File: src/design/sbg_pkg.sv
// Package: register map, field layout, reset values and prescaler taps
package sbg_pkg;
   // Register byte addresses
   localparam logic [31:0] ADDR_MODE_EXTRA0 = 32'hfffff205;
   localparam logic [31:0] ADDR_MODE_EXTRA1 = 32'hfffff20d;
   localparam logic [31:0] ADDR_MODE_EXTRA3 = 32'hfffff285;
   localparam logic [31:0] ADDR_CHAN_MODE4 = 32'hfffff289;
   localparam logic [31:0] ADDR_BAUD_CTRL4 = 32'hfffff28b;
   localparam logic [31:0] ADDR_FRACTION_K4 = 32'hfffff28c;
   localparam logic [31:0] ADDR_MODE_EXTRA4 = 32'hfffff28d;

   // Baud control, fraction K and channel mode field positions
   localparam int BAUD_FRAC_EN_BIT = 6;
   localparam int BAUD_SRC_HI = 5;
   localparam int BAUD_SRC_LO = 4;
   localparam int BAUD_N_HI = 3;
   localparam int BAUD_N_LO = 0;
   localparam int K_HI = 3;
   localparam int K_LO = 0;
   localparam int MODE_HI = 1;
   localparam int MODE_LO = 0;

   // Extra mode field positions
   localparam int IDLE_RUN_BIT = 7;
   localparam int DUPLEX_BIT = 6;

   // Values after reset
   localparam logic [1:0] RESET_SRC = 2'h0;
   localparam logic [3:0] RESET_N = 4'h0;
   localparam logic RESET_FRAC_EN = 1'b0;
   localparam logic [3:0] RESET_K = 4'h0;
   localparam logic [1:0] RESET_MODE = 2'h0;
   localparam logic RESET_IDLE_RUN = 1'b0;
   localparam logic RESET_DUPLEX = 1'b0;

   // Channel modes
   localparam logic [1:0] MODE_SYNC_IO = 2'h0;
   localparam logic [1:0] MODE_UART7 = 2'h1;
   localparam logic [1:0] MODE_UART8 = 2'h2;

   // Prescaler: tap fires when masked low bits are all ones
   localparam int PRE_W = 7;
   localparam logic [6:0] TAP_MASK [0:3] = '{7'h01, 7'h07, 7'h1f, 7'h7f};

   // Divisor arithmetic
   localparam logic [4:0] N_CODE_ZERO_VALUE = 5'h10;
   localparam logic [4:0] FRAC_SPAN = 5'h10;
endpackage

File: src/design/sbg_div_if.sv
// Interface: control path between register bank and baud divider
`timescale 1ns/1ps
interface sbg_div_if;
   logic tap_tick;
   logic [3:0] n_code;
   logic [3:0] k_val;
   logic frac_on;
   logic run;
   logic baud_tick;

   // Register side drives settings, divider returns the tick
   modport ctl (
      output tap_tick, n_code, k_val, frac_on, run,
      input baud_tick
   );
   modport div (
      input tap_tick, n_code, k_val, frac_on, run,
      output baud_tick
   );
endinterface

File: src/design/sbg_frac_div.sv
// Baud divider: divide tap ticks by N or N+(16-K)/16
`timescale 1ns/1ps
module sbg_frac_div (
   // Clock and reset
   input wire logic ref_clk,
   input wire logic rst_n,
   // Settings and tick
   sbg_div_if.div bus
);
   logic [4:0] cnt;
   logic [3:0] phase;
   logic tick;
   wire [4:0] n_val;
   wire [4:0] quota;
   wire frac_ok;
   wire stretch;
   wire [4:0] len;

   // Code 0 means sixteen
   assign n_val = (bus.n_code == 4'h0) ? sbg_pkg::N_CODE_ZERO_VALUE :
      {1'b0, bus.n_code};
   // Invalid fraction settings fall back to plain N
   assign frac_ok = bus.frac_on && (bus.n_code > 4'h1) &&
      (bus.k_val != 4'h0);
   assign quota = sbg_pkg::FRAC_SPAN - {1'b0, bus.k_val};
   // First 16-K periods of each 16 get one extra tap
   assign stretch = frac_ok && ({1'b0, phase} < quota);
   assign len = n_val + {4'h0, stretch};
   assign bus.baud_tick = tick;

   // Period and phase counters; no state kept beyond 16 periods
   always_ff @(posedge ref_clk or negedge rst_n) begin
      if (!rst_n) begin
         cnt <= 5'h00;
         phase <= 4'h0;
         tick <= 1'b0;
      end else if (!bus.run) begin
         cnt <= 5'h00;
         phase <= 4'h0;
         tick <= 1'b0;
      end else begin
         tick <= 1'b0;
         if (bus.tap_tick) begin
            if (cnt >= len - 5'h01) begin // Ends at once if N shrank
               cnt <= 5'h00;
               tick <= 1'b1;
               phase <= phase + 4'h1;
            end else begin
               cnt <= cnt + 5'h01;
            end
         end
      end
   end

   // Helper: taps per period, valid after one full stable period
   logic [4:0] tc;
   logic seen;
   logic [12:0] cfg_q;
   wire [12:0] cfg;
   wire [3:0] prev_phase;
   wire meas_ok;
   assign cfg = {bus.n_code, bus.k_val, bus.frac_on, bus.run, 3'h0};
   assign prev_phase = phase - 4'h1;
   // Skip the tick that lands while settings are still moving
   assign meas_ok = seen && (cfg == cfg_q);
   always_ff @(posedge ref_clk or negedge rst_n) begin
      if (!rst_n) begin
         tc <= 5'h00;
         seen <= 1'b0;
         cfg_q <= 13'h0000;
      end else begin
         cfg_q <= cfg;
         if (!bus.run || cfg != cfg_q) begin
            seen <= 1'b0;
            tc <= 5'h00;
         end else if (tick) begin
            seen <= 1'b1;
            tc <= {4'h0, bus.tap_tick};
         end else begin
            tc <= tc + {4'h0, bus.tap_tick};
         end
      end
   end

   property p_div_n;
      @(posedge ref_clk) disable iff (!rst_n)
      (tick && meas_ok && !frac_ok) |-> (tc == n_val);
   endproperty
   a_div_n: assert property (p_div_n)
      else $error("plain divide period differs from N");

   property p_div_frac;
      @(posedge ref_clk) disable iff (!rst_n)
      (tick && meas_ok && frac_ok) |->
         (tc == n_val || tc == n_val + 5'h01);
   endproperty
   a_div_frac: assert property (p_div_frac)
      else $error("fractional period is neither N nor N+1");

   property p_frac_spread;
      @(posedge ref_clk) disable iff (!rst_n)
      (tick && meas_ok && frac_ok) |->
         ((tc == n_val + 5'h01) == ({1'b0, prev_phase} < quota));
   endproperty
   a_frac_spread: assert property (p_frac_spread)
      else $error("stretched period in wrong phase slot");
endmodule

File: src/design/sbg_top.sv
// Baud rate generator for serial channel 4 and extra mode bits
//
// Chosen here: the address-and-strobe port.
`timescale 1ns/1ps
module sbg_top (
   // Clock and reset
   input wire logic ref_clk,
   input wire logic rst_n,
   // Register port
   input wire logic [31:0] reg_addr,
   input wire logic [7:0] reg_wdata,
   input wire logic reg_wr,
   input wire logic reg_rd,
   output logic [7:0] reg_rdata,
   // Power state from the clock controller, same clock
   input wire logic idle_state,
   // Channel controls
   output logic baud_tick,
   output logic [3:0] run_enable,
   output logic [1:0] duplex_full,
   output logic uart_mode
);
   // Address match, shared by write and read decoding
   function automatic logic reg_hit(input logic [31:0] addr,
      input logic [31:0] off);
      return addr == off;
   endfunction

   // Tap condition on the free prescaler
   function automatic logic tap_hit(input logic [6:0] cnt,
      input logic [6:0] mask);
      return (cnt & mask) == mask;
   endfunction

   sbg_div_if div_bus ();

   logic [6:0] pre;
   logic [3:0] tap_vec;
   logic [1:0] clk_src;
   logic [3:0] n_code;
   logic frac_en;
   logic [3:0] k_val;
   logic [1:0] chan_mode;
   logic [3:0] idle_run;
   logic [7:0] rd_mux;

   // Address decode
   wire hit_ex0 = reg_hit(reg_addr, sbg_pkg::ADDR_MODE_EXTRA0);
   wire hit_ex1 = reg_hit(reg_addr, sbg_pkg::ADDR_MODE_EXTRA1);
   wire hit_ex3 = reg_hit(reg_addr, sbg_pkg::ADDR_MODE_EXTRA3);
   wire hit_ex4 = reg_hit(reg_addr, sbg_pkg::ADDR_MODE_EXTRA4);
   wire hit_mode = reg_hit(reg_addr, sbg_pkg::ADDR_CHAN_MODE4);
   wire hit_baud = reg_hit(reg_addr, sbg_pkg::ADDR_BAUD_CTRL4);
   wire hit_k = reg_hit(reg_addr, sbg_pkg::ADDR_FRACTION_K4);

   // Mode decode; fraction forced off outside UART as a safety net
   wire uart_sel = (chan_mode == sbg_pkg::MODE_UART7) ||
      (chan_mode == sbg_pkg::MODE_UART8);
   // Channel 4 generator stops in IDLE unless its run bit is set
   wire run4 = !(idle_state && !idle_run[3]);
   wire [3:0] next_run_enable = ~({4{idle_state}} & ~idle_run);

   // Free prescaler, taps give T0, T2, T8 and T32 enables
   always_ff @(posedge ref_clk or negedge rst_n) begin
      if (!rst_n) begin
         pre <= 7'h00;
      end else begin
         pre <= pre + 7'h01;
      end
   end

   generate
      for (genvar i = 0; i < 4; i++) begin : g_tap
         assign tap_vec[i] = tap_hit(pre, sbg_pkg::TAP_MASK[i]);
      end
   endgenerate

   // Settings to the divider
   assign div_bus.tap_tick = tap_vec[clk_src];
   assign div_bus.n_code = n_code;
   assign div_bus.k_val = k_val;
   assign div_bus.frac_on = frac_en && uart_sel;
   assign div_bus.run = run4;
   assign baud_tick = div_bus.baud_tick;

   sbg_frac_div u_div (
      .ref_clk(ref_clk),
      .rst_n(rst_n),
      .bus(div_bus)
   );

   // Baud control; bit 7 is not stored
   always_ff @(posedge ref_clk or negedge rst_n) begin
      if (!rst_n) begin
         clk_src <= sbg_pkg::RESET_SRC;
         n_code <= sbg_pkg::RESET_N;
         frac_en <= sbg_pkg::RESET_FRAC_EN;
      end else if (reg_wr && hit_baud) begin
         clk_src <= reg_wdata[sbg_pkg::BAUD_SRC_HI:sbg_pkg::BAUD_SRC_LO];
         n_code <= reg_wdata[sbg_pkg::BAUD_N_HI:sbg_pkg::BAUD_N_LO];
         frac_en <= reg_wdata[sbg_pkg::BAUD_FRAC_EN_BIT];
      end
   end

   // Fraction K and channel mode
   always_ff @(posedge ref_clk or negedge rst_n) begin
      if (!rst_n) begin
         k_val <= sbg_pkg::RESET_K;
         chan_mode <= sbg_pkg::RESET_MODE;
      end else begin
         if (reg_wr && hit_k) begin
            k_val <= reg_wdata[sbg_pkg::K_HI:sbg_pkg::K_LO];
         end
         if (reg_wr && hit_mode) begin
            chan_mode <= reg_wdata[sbg_pkg::MODE_HI:sbg_pkg::MODE_LO];
         end
      end
   end

   // Extra mode bits; index 0,1,2,3 is channel 0,1,3,4
   always_ff @(posedge ref_clk or negedge rst_n) begin
      if (!rst_n) begin
         idle_run <= {4{sbg_pkg::RESET_IDLE_RUN}};
         duplex_full <= {2{sbg_pkg::RESET_DUPLEX}};
      end else begin
         if (reg_wr && hit_ex0) begin
            idle_run[0] <= reg_wdata[sbg_pkg::IDLE_RUN_BIT];
            duplex_full[0] <= reg_wdata[sbg_pkg::DUPLEX_BIT];
         end
         if (reg_wr && hit_ex1) begin
            idle_run[1] <= reg_wdata[sbg_pkg::IDLE_RUN_BIT];
            duplex_full[1] <= reg_wdata[sbg_pkg::DUPLEX_BIT];
         end
         if (reg_wr && hit_ex3) begin
            idle_run[2] <= reg_wdata[sbg_pkg::IDLE_RUN_BIT];
         end
         if (reg_wr && hit_ex4) begin
            idle_run[3] <= reg_wdata[sbg_pkg::IDLE_RUN_BIT];
         end
      end
   end

   // Read select; unimplemented bits and unmapped addresses read zero
   assign rd_mux =
      hit_ex0 ? {idle_run[0], duplex_full[0], 6'h00} :
      hit_ex1 ? {idle_run[1], duplex_full[1], 6'h00} :
      hit_ex3 ? {idle_run[2], 7'h00} :
      hit_ex4 ? {idle_run[3], 7'h00} :
      hit_mode ? {6'h00, chan_mode} :
      hit_baud ? {1'b0, frac_en, clk_src, n_code} :
      hit_k ? {4'h0, k_val} :
      8'h00;

   // Read data and registered channel controls
   always_ff @(posedge ref_clk or negedge rst_n) begin
      if (!rst_n) begin
         reg_rdata <= 8'h00;
         run_enable <= 4'hf;
         uart_mode <= 1'b0;
      end else begin
         reg_rdata <= reg_rd ? rd_mux : 8'h00;
         run_enable <= next_run_enable;
         uart_mode <= uart_sel;
      end
   end

   property p_tap_t0;
      @(posedge ref_clk) disable iff (!rst_n)
      (clk_src == 2'h0 && div_bus.tap_tick) |=> !div_bus.tap_tick;
   endproperty
   a_tap_t0: assert property (p_tap_t0)
      else $error("T0 tap fired on two adjacent cycles");

   property p_tap_t32;
      @(posedge ref_clk) disable iff (!rst_n)
      (clk_src == 2'h3 && div_bus.tap_tick && !reg_wr) |=>
         !tap_vec[3] [*8];
   endproperty
   a_tap_t32: assert property (p_tap_t32)
      else $error("T32 tap fired too soon");

   property p_duplex;
      @(posedge ref_clk) disable iff (!rst_n)
      (reg_wr && hit_ex1) |=> ##1
         (duplex_full[1] == $past(reg_wdata[6], 2)) || $past(reg_wr);
   endproperty
   a_duplex: assert property (p_duplex)
      else $error("duplex select did not follow write");

   property p_idle_stop;
      @(posedge ref_clk) disable iff (!rst_n)
      (idle_state && !idle_run[3]) |=> (!baud_tick && !run_enable[3]);
   endproperty
   a_idle_stop: assert property (p_idle_stop)
      else $error("channel 4 kept running in IDLE");

   property p_ch3_read;
      @(posedge ref_clk) disable iff (!rst_n)
      (reg_rd && hit_ex3) |=> (reg_rdata[6:0] == 7'h00) &&
         (reg_rdata[7] == idle_run[2]);
   endproperty
   a_ch3_read: assert property (p_ch3_read)
      else $error("channel 3 extra mode read wrong");

   property p_frac_uart;
      @(posedge ref_clk) disable iff (!rst_n)
      div_bus.frac_on |-> (chan_mode == 2'h1 || chan_mode == 2'h2);
   endproperty
   a_frac_uart: assert property (p_frac_uart)
      else $error("fraction active outside UART mode");

   // Register field stores; each write lands one cycle later
   property p_src_write;
      @(posedge ref_clk) disable iff (!rst_n)
      (reg_wr && hit_baud) |=> (clk_src == $past(reg_wdata[5:4]));
   endproperty
   a_src_write: assert property (p_src_write)
      else $error("clock source field not stored");

   property p_n_write;
      @(posedge ref_clk) disable iff (!rst_n)
      (reg_wr && hit_baud) |=> (n_code == $past(reg_wdata[3:0]));
   endproperty
   a_n_write: assert property (p_n_write)
      else $error("divisor field not stored");

   property p_frac_write;
      @(posedge ref_clk) disable iff (!rst_n)
      (reg_wr && hit_baud) |=> (frac_en == $past(reg_wdata[6]));
   endproperty
   a_frac_write: assert property (p_frac_write)
      else $error("fraction enable not stored");

   property p_k_write;
      @(posedge ref_clk) disable iff (!rst_n)
      (reg_wr && hit_k) |=> (k_val == $past(reg_wdata[3:0]));
   endproperty
   a_k_write: assert property (p_k_write)
      else $error("K field not stored");

   property p_duplex0;
      @(posedge ref_clk) disable iff (!rst_n)
      (reg_wr && hit_ex0) |=> (duplex_full[0] == $past(reg_wdata[6]));
   endproperty
   a_duplex0: assert property (p_duplex0)
      else $error("channel 0 duplex select not stored");

   property p_idle4;
      @(posedge ref_clk) disable iff (!rst_n)
      (reg_wr && hit_ex4) |=> (idle_run[3] == $past(reg_wdata[7]));
   endproperty
   a_idle4: assert property (p_idle4)
      else $error("channel 4 idle run bit not stored");

   // Outside IDLE every channel runs, whatever its run bit
   property p_run_awake;
      @(posedge ref_clk) disable iff (!rst_n)
      (!idle_state) |=> (run_enable == 4'hf);
   endproperty
   a_run_awake: assert property (p_run_awake)
      else $error("channel stopped outside IDLE");

   // Read side: absent bits stay zero; UART flag off in sync mode
   property p_ch4_read;
      @(posedge ref_clk) disable iff (!rst_n)
      (reg_rd && hit_ex4) |=> (reg_rdata[6:0] == 7'h00);
   endproperty
   a_ch4_read: assert property (p_ch4_read)
      else $error("channel 4 extra mode low bits not zero");

   property p_baud_bit7;
      @(posedge ref_clk) disable iff (!rst_n)
      (reg_rd && hit_baud) |=> !reg_rdata[7];
   endproperty
   a_baud_bit7: assert property (p_baud_bit7)
      else $error("baud control bit 7 read as one");

   property p_sync_flag;
      @(posedge ref_clk) disable iff (!rst_n)
      (chan_mode == sbg_pkg::MODE_SYNC_IO) |=> !uart_mode;
   endproperty
   a_sync_flag: assert property (p_sync_flag)
      else $error("UART flag set in synchronous mode");

   // Tap spacing of the middle taps
   property p_tap_t2;
      @(posedge ref_clk) disable iff (!rst_n)
      (clk_src == 2'h1 && div_bus.tap_tick) |=> !tap_vec[1] [*7];
   endproperty
   a_tap_t2: assert property (p_tap_t2)
      else $error("second tap fired too soon");

   property p_tap_t8;
      @(posedge ref_clk) disable iff (!rst_n)
      (clk_src == 2'h2 && div_bus.tap_tick) |=> !tap_vec[2] [*8];
   endproperty
   a_tap_t8: assert property (p_tap_t8)
      else $error("third tap fired too soon");
endmodule

File: config.mk
export PLATFORM = sky130hd
export DESIGN_NAME = sbg_top
export DESIGN_NICKNAME = d
export VERILOG_FILES = /design/src/design/sbg_pkg.sv /design/src/design/sbg_div_if.sv /design/src/design/sbg_frac_div.sv /design/src/design/sbg_top.sv
export SDC_FILE = /design/constraint.sdc
export NUM_CORES = 1
export LEC_CHECK = 0
export BUFFER_PORTS_ARGS = -buffer_cell sky130_fd_sc_hd__buf_4
export CORE_MARGIN = 4
export CORE_UTILIZATION = 50
export CTS_CLUSTER_DIAMETER = 30
export DETAILED_ROUTE_END_ITERATION = 12
export PLACE_DENSITY = 0.75
export SETUP_SLACK_MARGIN = 0.2
export SYNTH_ARGS = -nofsm -noshare
export SYNTH_HDL_FRONTEND = slang
export SYNTH_SLANG_ARGS = --single-unit
File: constraint.sdc
create_clock -name ref_clk -period 5.1 [get_ports ref_clk]
set_clock_uncertainty 0.05 [all_clocks]
set_input_delay 1.02 -clock ref_clk [delete_from_list [all_inputs] [get_ports ref_clk]]
set_output_delay 1.02 -clock ref_clk [all_outputs]
set_load 0.02 [all_outputs]
==> impl_results.md, run 1 <==
* Status: finished, final reports clean
* Least-Margin Pin Slew at 865 ps
* DR WL/cell at between 10 and 15 um
* Num CTS Buffers at 5
* Layout Utilization at 65.1%
* Fin crit share at 80.7%
* RSZ-0062 raised after global routing: false
* Reg2reg end: u_div.cnt[0]
* Sequential Area at 1230 sq um
* Antenna-violating nets left at 0
* Cell variety after synth at 50
* Layout net count at 356
* R2r worst-path depth at 17
* Placement Rows at 25
* Total power at around 0.67 mW
* Die width at 79.9 um
* CTS tree: built
* Cells after Synth at 233
* Post-synth EDFFs at 0
* N_diodes at 0
* Core area at roughly 5000 sq um
* Area contributors post-synth: dfrtp_1 44%, ha_1 7.7%, mux2_2 7.4%
* Dpl ws at 1040 ps
* Initial antenna violation count at 0
* Slew headroom at 41.8%
* Synth async-reset ratio at 100%
* Remaining routing DRC violations at 0
* Fin. Hold Viols at 0
* Syn_area_per_cell at about 11 sq um
* Grt ovf at 0
* Initial Util at 53.0%
* Mapped Area at 2590 sq um
* Post-synthesis sequential area ratio at 47.6%
* Die H at 79.9 um
* Fillers at 418
* Period minus WS final at 4110 ps
* Max-cap check violation count at 0
* Setup bufs post-CTS at 0
* Min-Delay Path Depth at 1
* Post-CTS sizing at 0
* Pre-antenna DRT Iters at 4
* GRT Util Overall at 18.9%
* Startpoint Class: register
* # port buffers at 60
* Depth of the CTS H-tree at 2
* Worst skew pair latency at 300 ps
* Largest net degree at the start of global routing at 50
* Number of global-route vias before repair at 2048
* Main synth FF type: dfrtp_1
* Area grow syn2layout at 22.8%
* Largest area contributor in the netlist: dfrtp_1
* Die area at 6390 sq um
* Initial DRC count at 110
* PwrDens at 211 nW/um^2
* Worst Path Required at 5260 ps
* Worst Path Arrival at 4280 ps
* CP Capture Type: register
* Setup violators final at 0
* Slew Limit Fails at 0
* Clock transition at the registers of the reported paths at 90 ps
* Layout cells sized above 1 at 32.8%
* Clock sinks at between 40 and 50
* Min-delay src: pre[3]
* Clk root buf: clkbuf_8
* Count leader, synth: dfrtp_1
* Maximum clock path buffer count at 2
* #FFs+latches synth at 49
* Worst Hold End: pre[3]
* RR Startpoint: div_bus.k_val[0]
* Pleak at 1.53 nW
* I/O pin count at 61
* Kind of critical path: register to register
* Final WS setup at 985 ps
* HPWL after detailed placement at 4140 um
* Worst Path Max Fanout at 11
* Routed WL at 5440 um
* Most frequent cells after synthesis: 45 x dfrtp_1, 17 x mux2_2, 16 x ha_1, 16 x nand2_1, 14 x inv_1
* Synth Net Count at 294
* Top-area cell type share of the netlist area at about 44%
* FF-to-FF setup slack at 990 ps
* Maximum vdd drop at 125 uV
* Hold_buf cts at 0
* Synthesis warning total at 0
* Hold WC Path Type: register to register
* Peak Freq at 0.243 GHz
* Area occupied by multi-input gates at ~1300 sq um
* Vias/cell at 5.60
* Setup TNS at 0 ps
* First-pass GRT wire length at approximately 9500 um
* Vias at 2032
* Gpl congestion at 0.835
## placed cells by master, fill, tap and decap left out, types with 3 or more instances in the layout
cell type	instances
a21oi_1	8
and3_1	5
buf_4	60
clkbuf_8	5
dfrtp_1	45
dfstp_2	4
ha_1	16
inv_1	14
mux2_2	17
nand2_1	16
nand2b_1	4
nand3_1	11
nand3b_1	3
nand4_1	5
nor2_1	10
nor2b_1	3
nor3_1	5
o21ai_0	7
o31ai_1	3
or3_1	3
or4_1	3
xnor2_1	5
xor2_1	4
## worst max-delay path by stage
stage,from,cells after the start,end,slack (ps)
after CTS,div_bus.k_val[0],17,u_div.cnt[0],1030
after floorplan,div_bus.k_val[0],17,u_div.cnt[0],1550
final,div_bus.k_val[0],17,u_div.cnt[0],990
after detailed placement,div_bus.k_val[0],17,u_div.cnt[0],1040
after global routing,div_bus.k_val[0],17,u_div.cnt[0],570
after global placement,div_bus.k_val[0],16,u_div.cnt[0],1210
## report_power, final
part           leakage (nW)  internal (mW)  switching [mW]  total (mW)
clock                0.0450         0.0953           0.126       0.221
sequential            0.656          0.392         0.00143       0.393
combinational         0.831         0.0289          0.0271      0.0560
## critical path, cell delays in order (launching register included)
cell and delay [ps]:
dfrtp_1 400, inv_1 70, ha_1 270, inv_1 40, ha_1 260, o21ai_0 70, a21boi_0 100, o21ai_0 150
nand4_1 120, ha_1 240, ha_1 220, xnor2_1 120, or3_1 310, ha_1 310, a21o_1 200, a31oi_1 630
nand2_1 220, o31ai_1 240
## per-stage QoR
stage | std cells | instance area [sq um] | hold slack (ps)
floorplan | 233 | 2590 | 401
detailed placement | 355 | 3100 | 425
global route | 363 | 3180 | 472
finish | 363 | 3180 | 441
global placement | 355 | 3100 | 424
CTS | 363 | 3180 | 441
## routing by layer
metal	global-route usage (%)	vias to the layer above	part of all wire, %
li1	-	982	-
met1	27.1	988	47
met2	29.1	56	47
met3	3.72	6	5.1
met4	5.57	0	1.4
met5	0	-	0
## area by class of cell
type,count,area share (%)
inverters,14,1.65
well taps,67,2.64
flip-flops and latches,49,38.7
clock buffers,6,2.28
multi-input cells,165,40.2
repair buffers,60,14.2
clock inverters,2,0.315
## flip-flops by register name (all words and copies together), names as in the netlist
register	count
idle_run	4
div_bus.k_val	4
uart_mode	1
reg_rdata	8
run_enable	4
clk_src	2
pre	7
chan_mode	2
frac_en	1
div_bus.n_code	4
u_div.bus.baud_tick	1
duplex_full	2
u_div.phase	4
u_div.cnt	5
## kinds of logic (layout without fill, tap and decap cells)
group	after synthesis	in the layout	synth area share (%)
AO/OA/AOI/OAI	35	35	9.09
XOR/XNOR	9	9	3.05
adder cells (fa/ha/maj)	16	16	7.74
buffers and inverters	19	82	3.05
flip-flops	49	49	47.6
multiplexers	22	22	10.4
AND/OR/NAND/NOR	83	83	19.1
No activity file was read; power rests on OpenSTA's default activity.
==> inputs of run 2 (changes only) <==
--- a/config.mk
+++ b/config.mk
@@ -5,12 +5,13 @@
 export SDC_FILE = /design/constraint.sdc
 export NUM_CORES = 1
 export LEC_CHECK = 0
+export ABC_AREA = 1
 export BUFFER_PORTS_ARGS = -buffer_cell sky130_fd_sc_hd__buf_4
 export CORE_MARGIN = 4
 export CORE_UTILIZATION = 50
 export CTS_CLUSTER_DIAMETER = 30
 export DETAILED_ROUTE_END_ITERATION = 12
-export PLACE_DENSITY = 0.75
+export PLACE_DENSITY = 0.74
 export SETUP_SLACK_MARGIN = 0.2
 export SYNTH_ARGS = -nofsm -noshare
 export SYNTH_HDL_FRONTEND = slang
==> constraint.sdc (replaced) <==
create_clock -name ref_clk -period 4.29 [get_ports ref_clk]
set_clock_uncertainty 0.05 [all_clocks]
set_input_delay 0.858 -clock ref_clk [delete_from_list [all_inputs] [get_ports ref_clk]]
set_output_delay 0.858 -clock ref_clk [all_outputs]
set_load 0.02 [all_outputs]
==> impl_results.md, run 2 <==
* Status: finished, final reports clean
* Dpl ws at 684 ps (-357 ps)
* I/O pin count at 61 (unchanged)
* Final WS setup at 673 ps (-312 ps)
* #FFs+latches synth at 49 (unchanged)
* Post-synth EDFFs at 0 (unchanged)
* CP peak stage delay at 380 ps (-250 ps)
* Mapped Area at 2800 sq um (+8.3%)
* Number of global-route vias before repair at 2483 (+21%)
* Fin crit share at 84.3% (+3.6 points)
* Total power at 0.898 mW (+34%)
* Clock transition at the registers of the reported paths at 90 ps (about the same)
* Die area at 6870 sq um (+7.5%)
* Hold slack at 435 ps (-5.89 ps)
* Least-Margin Pin Slew at 613 ps (-252 ps)
* Die H at 82.9 um (+3.7%)
* Placed insts at 487 (+37%)
* HPWL after detailed placement at 5080 um (+23%)
* Antenna-violating nets left at 0 (unchanged)
* Logic pwr share at 8.9% (+0.5 points)
* RR Startpoint: div_bus.k_val[0]
* Sw frac at 22.6% (-0.42 points)
* Layout net count at 485 (+36%)
* Cell repeated most along the worst path: ha_1
* Clock network fraction of total power at 38.6% (+5.6 points)
* Routed WL at 6160 um (+13%)
* Max-cap check violation count at 0 (unchanged)
* Vias/cell at 4.95 (-12%)
* Setup bufs post-CTS at 0 (unchanged)
* First-pass GRT wire length at 10700 um (+13%)
* Most frequent cells after synthesis: 97 x nand2_1, 54 x inv_1, 45 x dfrtp_1
* Worst skew pair latency at 300 ps (about the same)
* Largest regs: reg_rdata: 8 flops, pre: 7 flops, u_div.cnt: 5 flops
* # port buffers at 60 (unchanged)
* Worst Path Required at 4480 ps (-780 ps)
* Startpoint Class: register
* CP max-delay cell: dfrtp_1
* Most frequent cells in the layout: 97 x nand2_1, 60 x buf_4, 54 x inv_1
* Placement Rows at 26 (+4.0%)
* Area grow syn2layout at 22.8% (about the same)
* Setup violators final at 0 (unchanged)
* Kind of critical path: register to register
* RSZ-0062 raised after global routing: false
* Pleak at 1.84 nW (+20%)
* Switch Pwr at 0.203 mW (+32%)
* Worst Path Max Fanout at 6 (-5)
* Max reg flops at 8 (unchanged)
* FF-to-FF setup slack at 670 ps (-310 ps)
* CP Capture Type: register
* Synth async-reset ratio at 100% (unchanged)
* Initial DRC count at 113 (+2.7%)
* DR WL/cell at 12.4 um (-17%)
* Cells after Synth at 359 (+54%)
* Reg2reg end: u_div.phase[1]
* GRT Util Overall at 18.7% (-0.22 points)
* Slew Limit Fails at 0 (unchanged)
* Setup TNS at 0 ps (unchanged)
* Worst Path Arrival at 3810 ps (-470 ps)
* Largest area contributor in the netlist: dfrtp_1
* Maximum vdd drop at 175 uV (+40%)
* Core area at 5270 sq um (+8.0%)
* Slew headroom at 59.2% (+17 points)
* Flop pwr share at 52.5% (-6.1 points)
* Num CTS Buffers at 5 (unchanged)
* Die width at 82.9 um (+3.7%)
* Period minus WS final at 3620 ps (-498 ps)
* Pre-antenna DRT Iters at 4 (unchanged)
* CP endpoint: u_div.phase[1]
* Synth Net Count at 420 (+43%)
* Non-filler cells, final at 495 (+36%)
* Internal cell power at 0.695 mW (+35%)
* CTS tree: built
* Initial antenna violation count at 0 (unchanged)
* Fin. Hold Viols at 0 (unchanged)
* Area contributors post-synth: dfrtp_1 40%, nand2_1 13%, inv_1 7.2%
* Largest net degree at the start of global routing at 50 (unchanged)
* Main synth FF type: dfrtp_1
* Cell variety after synth at 29 (-42%)
* N_diodes at 0 (unchanged)
* Top reg by flops: reg_rdata
* Clock sinks at 49 (unchanged)
* Syn_area_per_cell at 7.81 sq um (-30%)
* Vias at 2451 (+21%)
* Count leader, synth: nand2_1
* Depth of the CTS H-tree at 2 (unchanged)
* Setup crit start: div_bus.k_val[0]
* Peak Freq at 0.276 GHz (+14%)
* Gpl congestion at 0.869 (+4.0%)
* Remaining routing DRC violations at 0 (unchanged)
* Most common cell after layout, fill and taps aside: nand2_1
* Clk root buf: clkbuf_8
* Maximum clock path buffer count at 2 (unchanged)
* Hold WC Path Type: register to register
* Fillers at 469 (+12%)
* Post-CTS sizing at 0 (unchanged)
* Hold_buf cts at 0 (unchanged)
* Layout cells sized above 1 at 21.9% (-11 points)
* Synthesis warning total at 0 (unchanged)
* Worst-path cell chain: inv_1 > ha_1 > inv_1 > ha_1 > o21a_1 > o21ai_0 > nand2_1 > a21oi_1 > nand4_1 > ha_1 > ha_1 > o21bai_1 > nand3_1 > ha_1 > a21oi_1 > o21a_1 > nand3_1 > o21ai_1 > nand2_1 > nand2_1
* PwrDens at 261 nW/um^2 (+24%)
* Post-synthesis sequential area ratio at 43.9% (-3.7 points)
* R2r worst-path depth at 20 (+3)
* Top-area cell type share of the netlist area at 40.2% (-3.3 points)
* Initial Util at 53.2% (+0.16 points)
* Grt ovf at 0 (unchanged)
-- run 2: area by class of cell --
class	count	area, sq um	area share [%]
clock buffer	6	82.6	2.40
timing repair buffer	60	450	13.1
tap	70	87.6	2.54
clock inverter	2	37.5	1.09
inverter	57	214	6.22
sequential	49	1230	35.8
multi-input combinational	251	1340	38.9
-- run 2: how the worst min path moves through the flow --
| stage | startpoint | cells after the start | slack (ps) | end |
|---|---|---|---|---|
| 3_5_place_dp | pre[6] | 1 | 420 | pre[6] |
| 6_report | pre[0] | 1 | 440 | pre[0] |
| 5_1_grt | pre[5] | 1 | 480 | pre[5] |
| 3_3_place_gp | pre[0] | 1 | 410 | pre[0] |
| 2_1_floorplan | pre[0] | 1 | 390 | pre[0] |
| 4_1_cts | pre[6] | 1 | 440 | pre[6] |
-- run 2: critical path: cells and delay by family (launching register included) --
family | cells | cell delay [ps]
buffers and inverters | 2 | 110
and+or+nand+nor | 6 | 580
AOI/OAI and AO/OA | 7 | 1190
adders and majority gates | 5 | 1240
DFF | 1 | 380
-- run 2: metal layers --
| layer | up-vias | GRT usage [%] | routed length (um) |
|---|---|---|---|
| li1 | 1262 | - | - |
| met1 | 1124 | 22.3 | 2710 |
| met2 | 60 | 32.7 | 2990 |
| met3 | 5 | 4.46 | 389 |
| met4 | 0 | 6.84 | 63 |
| met5 | - | 0 | 0 |
-- run 2: power groups by stage --
stage / sequential [mW] / combinational [mW] / clock (mW)
2_1_floorplan: 0.482 / 0.0268 / 0
5_1_grt: 0.473 / 0.0912 / 0.375
3_3_place_gp: 0.481 / 0.0793 / 0
4_1_cts: 0.472 / 0.0814 / 0.351
3_5_place_dp: 0.481 / 0.0811 / 0
6_report: 0.472 / 0.0800 / 0.346
-- run 2: logic make-up after synthesis --
kind of cell / count (synthesis) / synth area share (%)
AOI/OAI and AO/OA: 38 / 7.99
xor gates and xnor gates: 13 / 4.06
adders and majority gates: 16 / 7.14
buffers and inverters: 59 / 8.30
DFF: 49 / 43.9
and+or+nand+nor: 184 / 28.6
-- run 2: metrics by stage --
stage	cell area, sq um	util [%]
global route	3440	65.3
CTS	3440	65.3
global placement	3320	63.0
finish	3440	65.3
detailed placement	3320	63.0
floorplan	2800	-
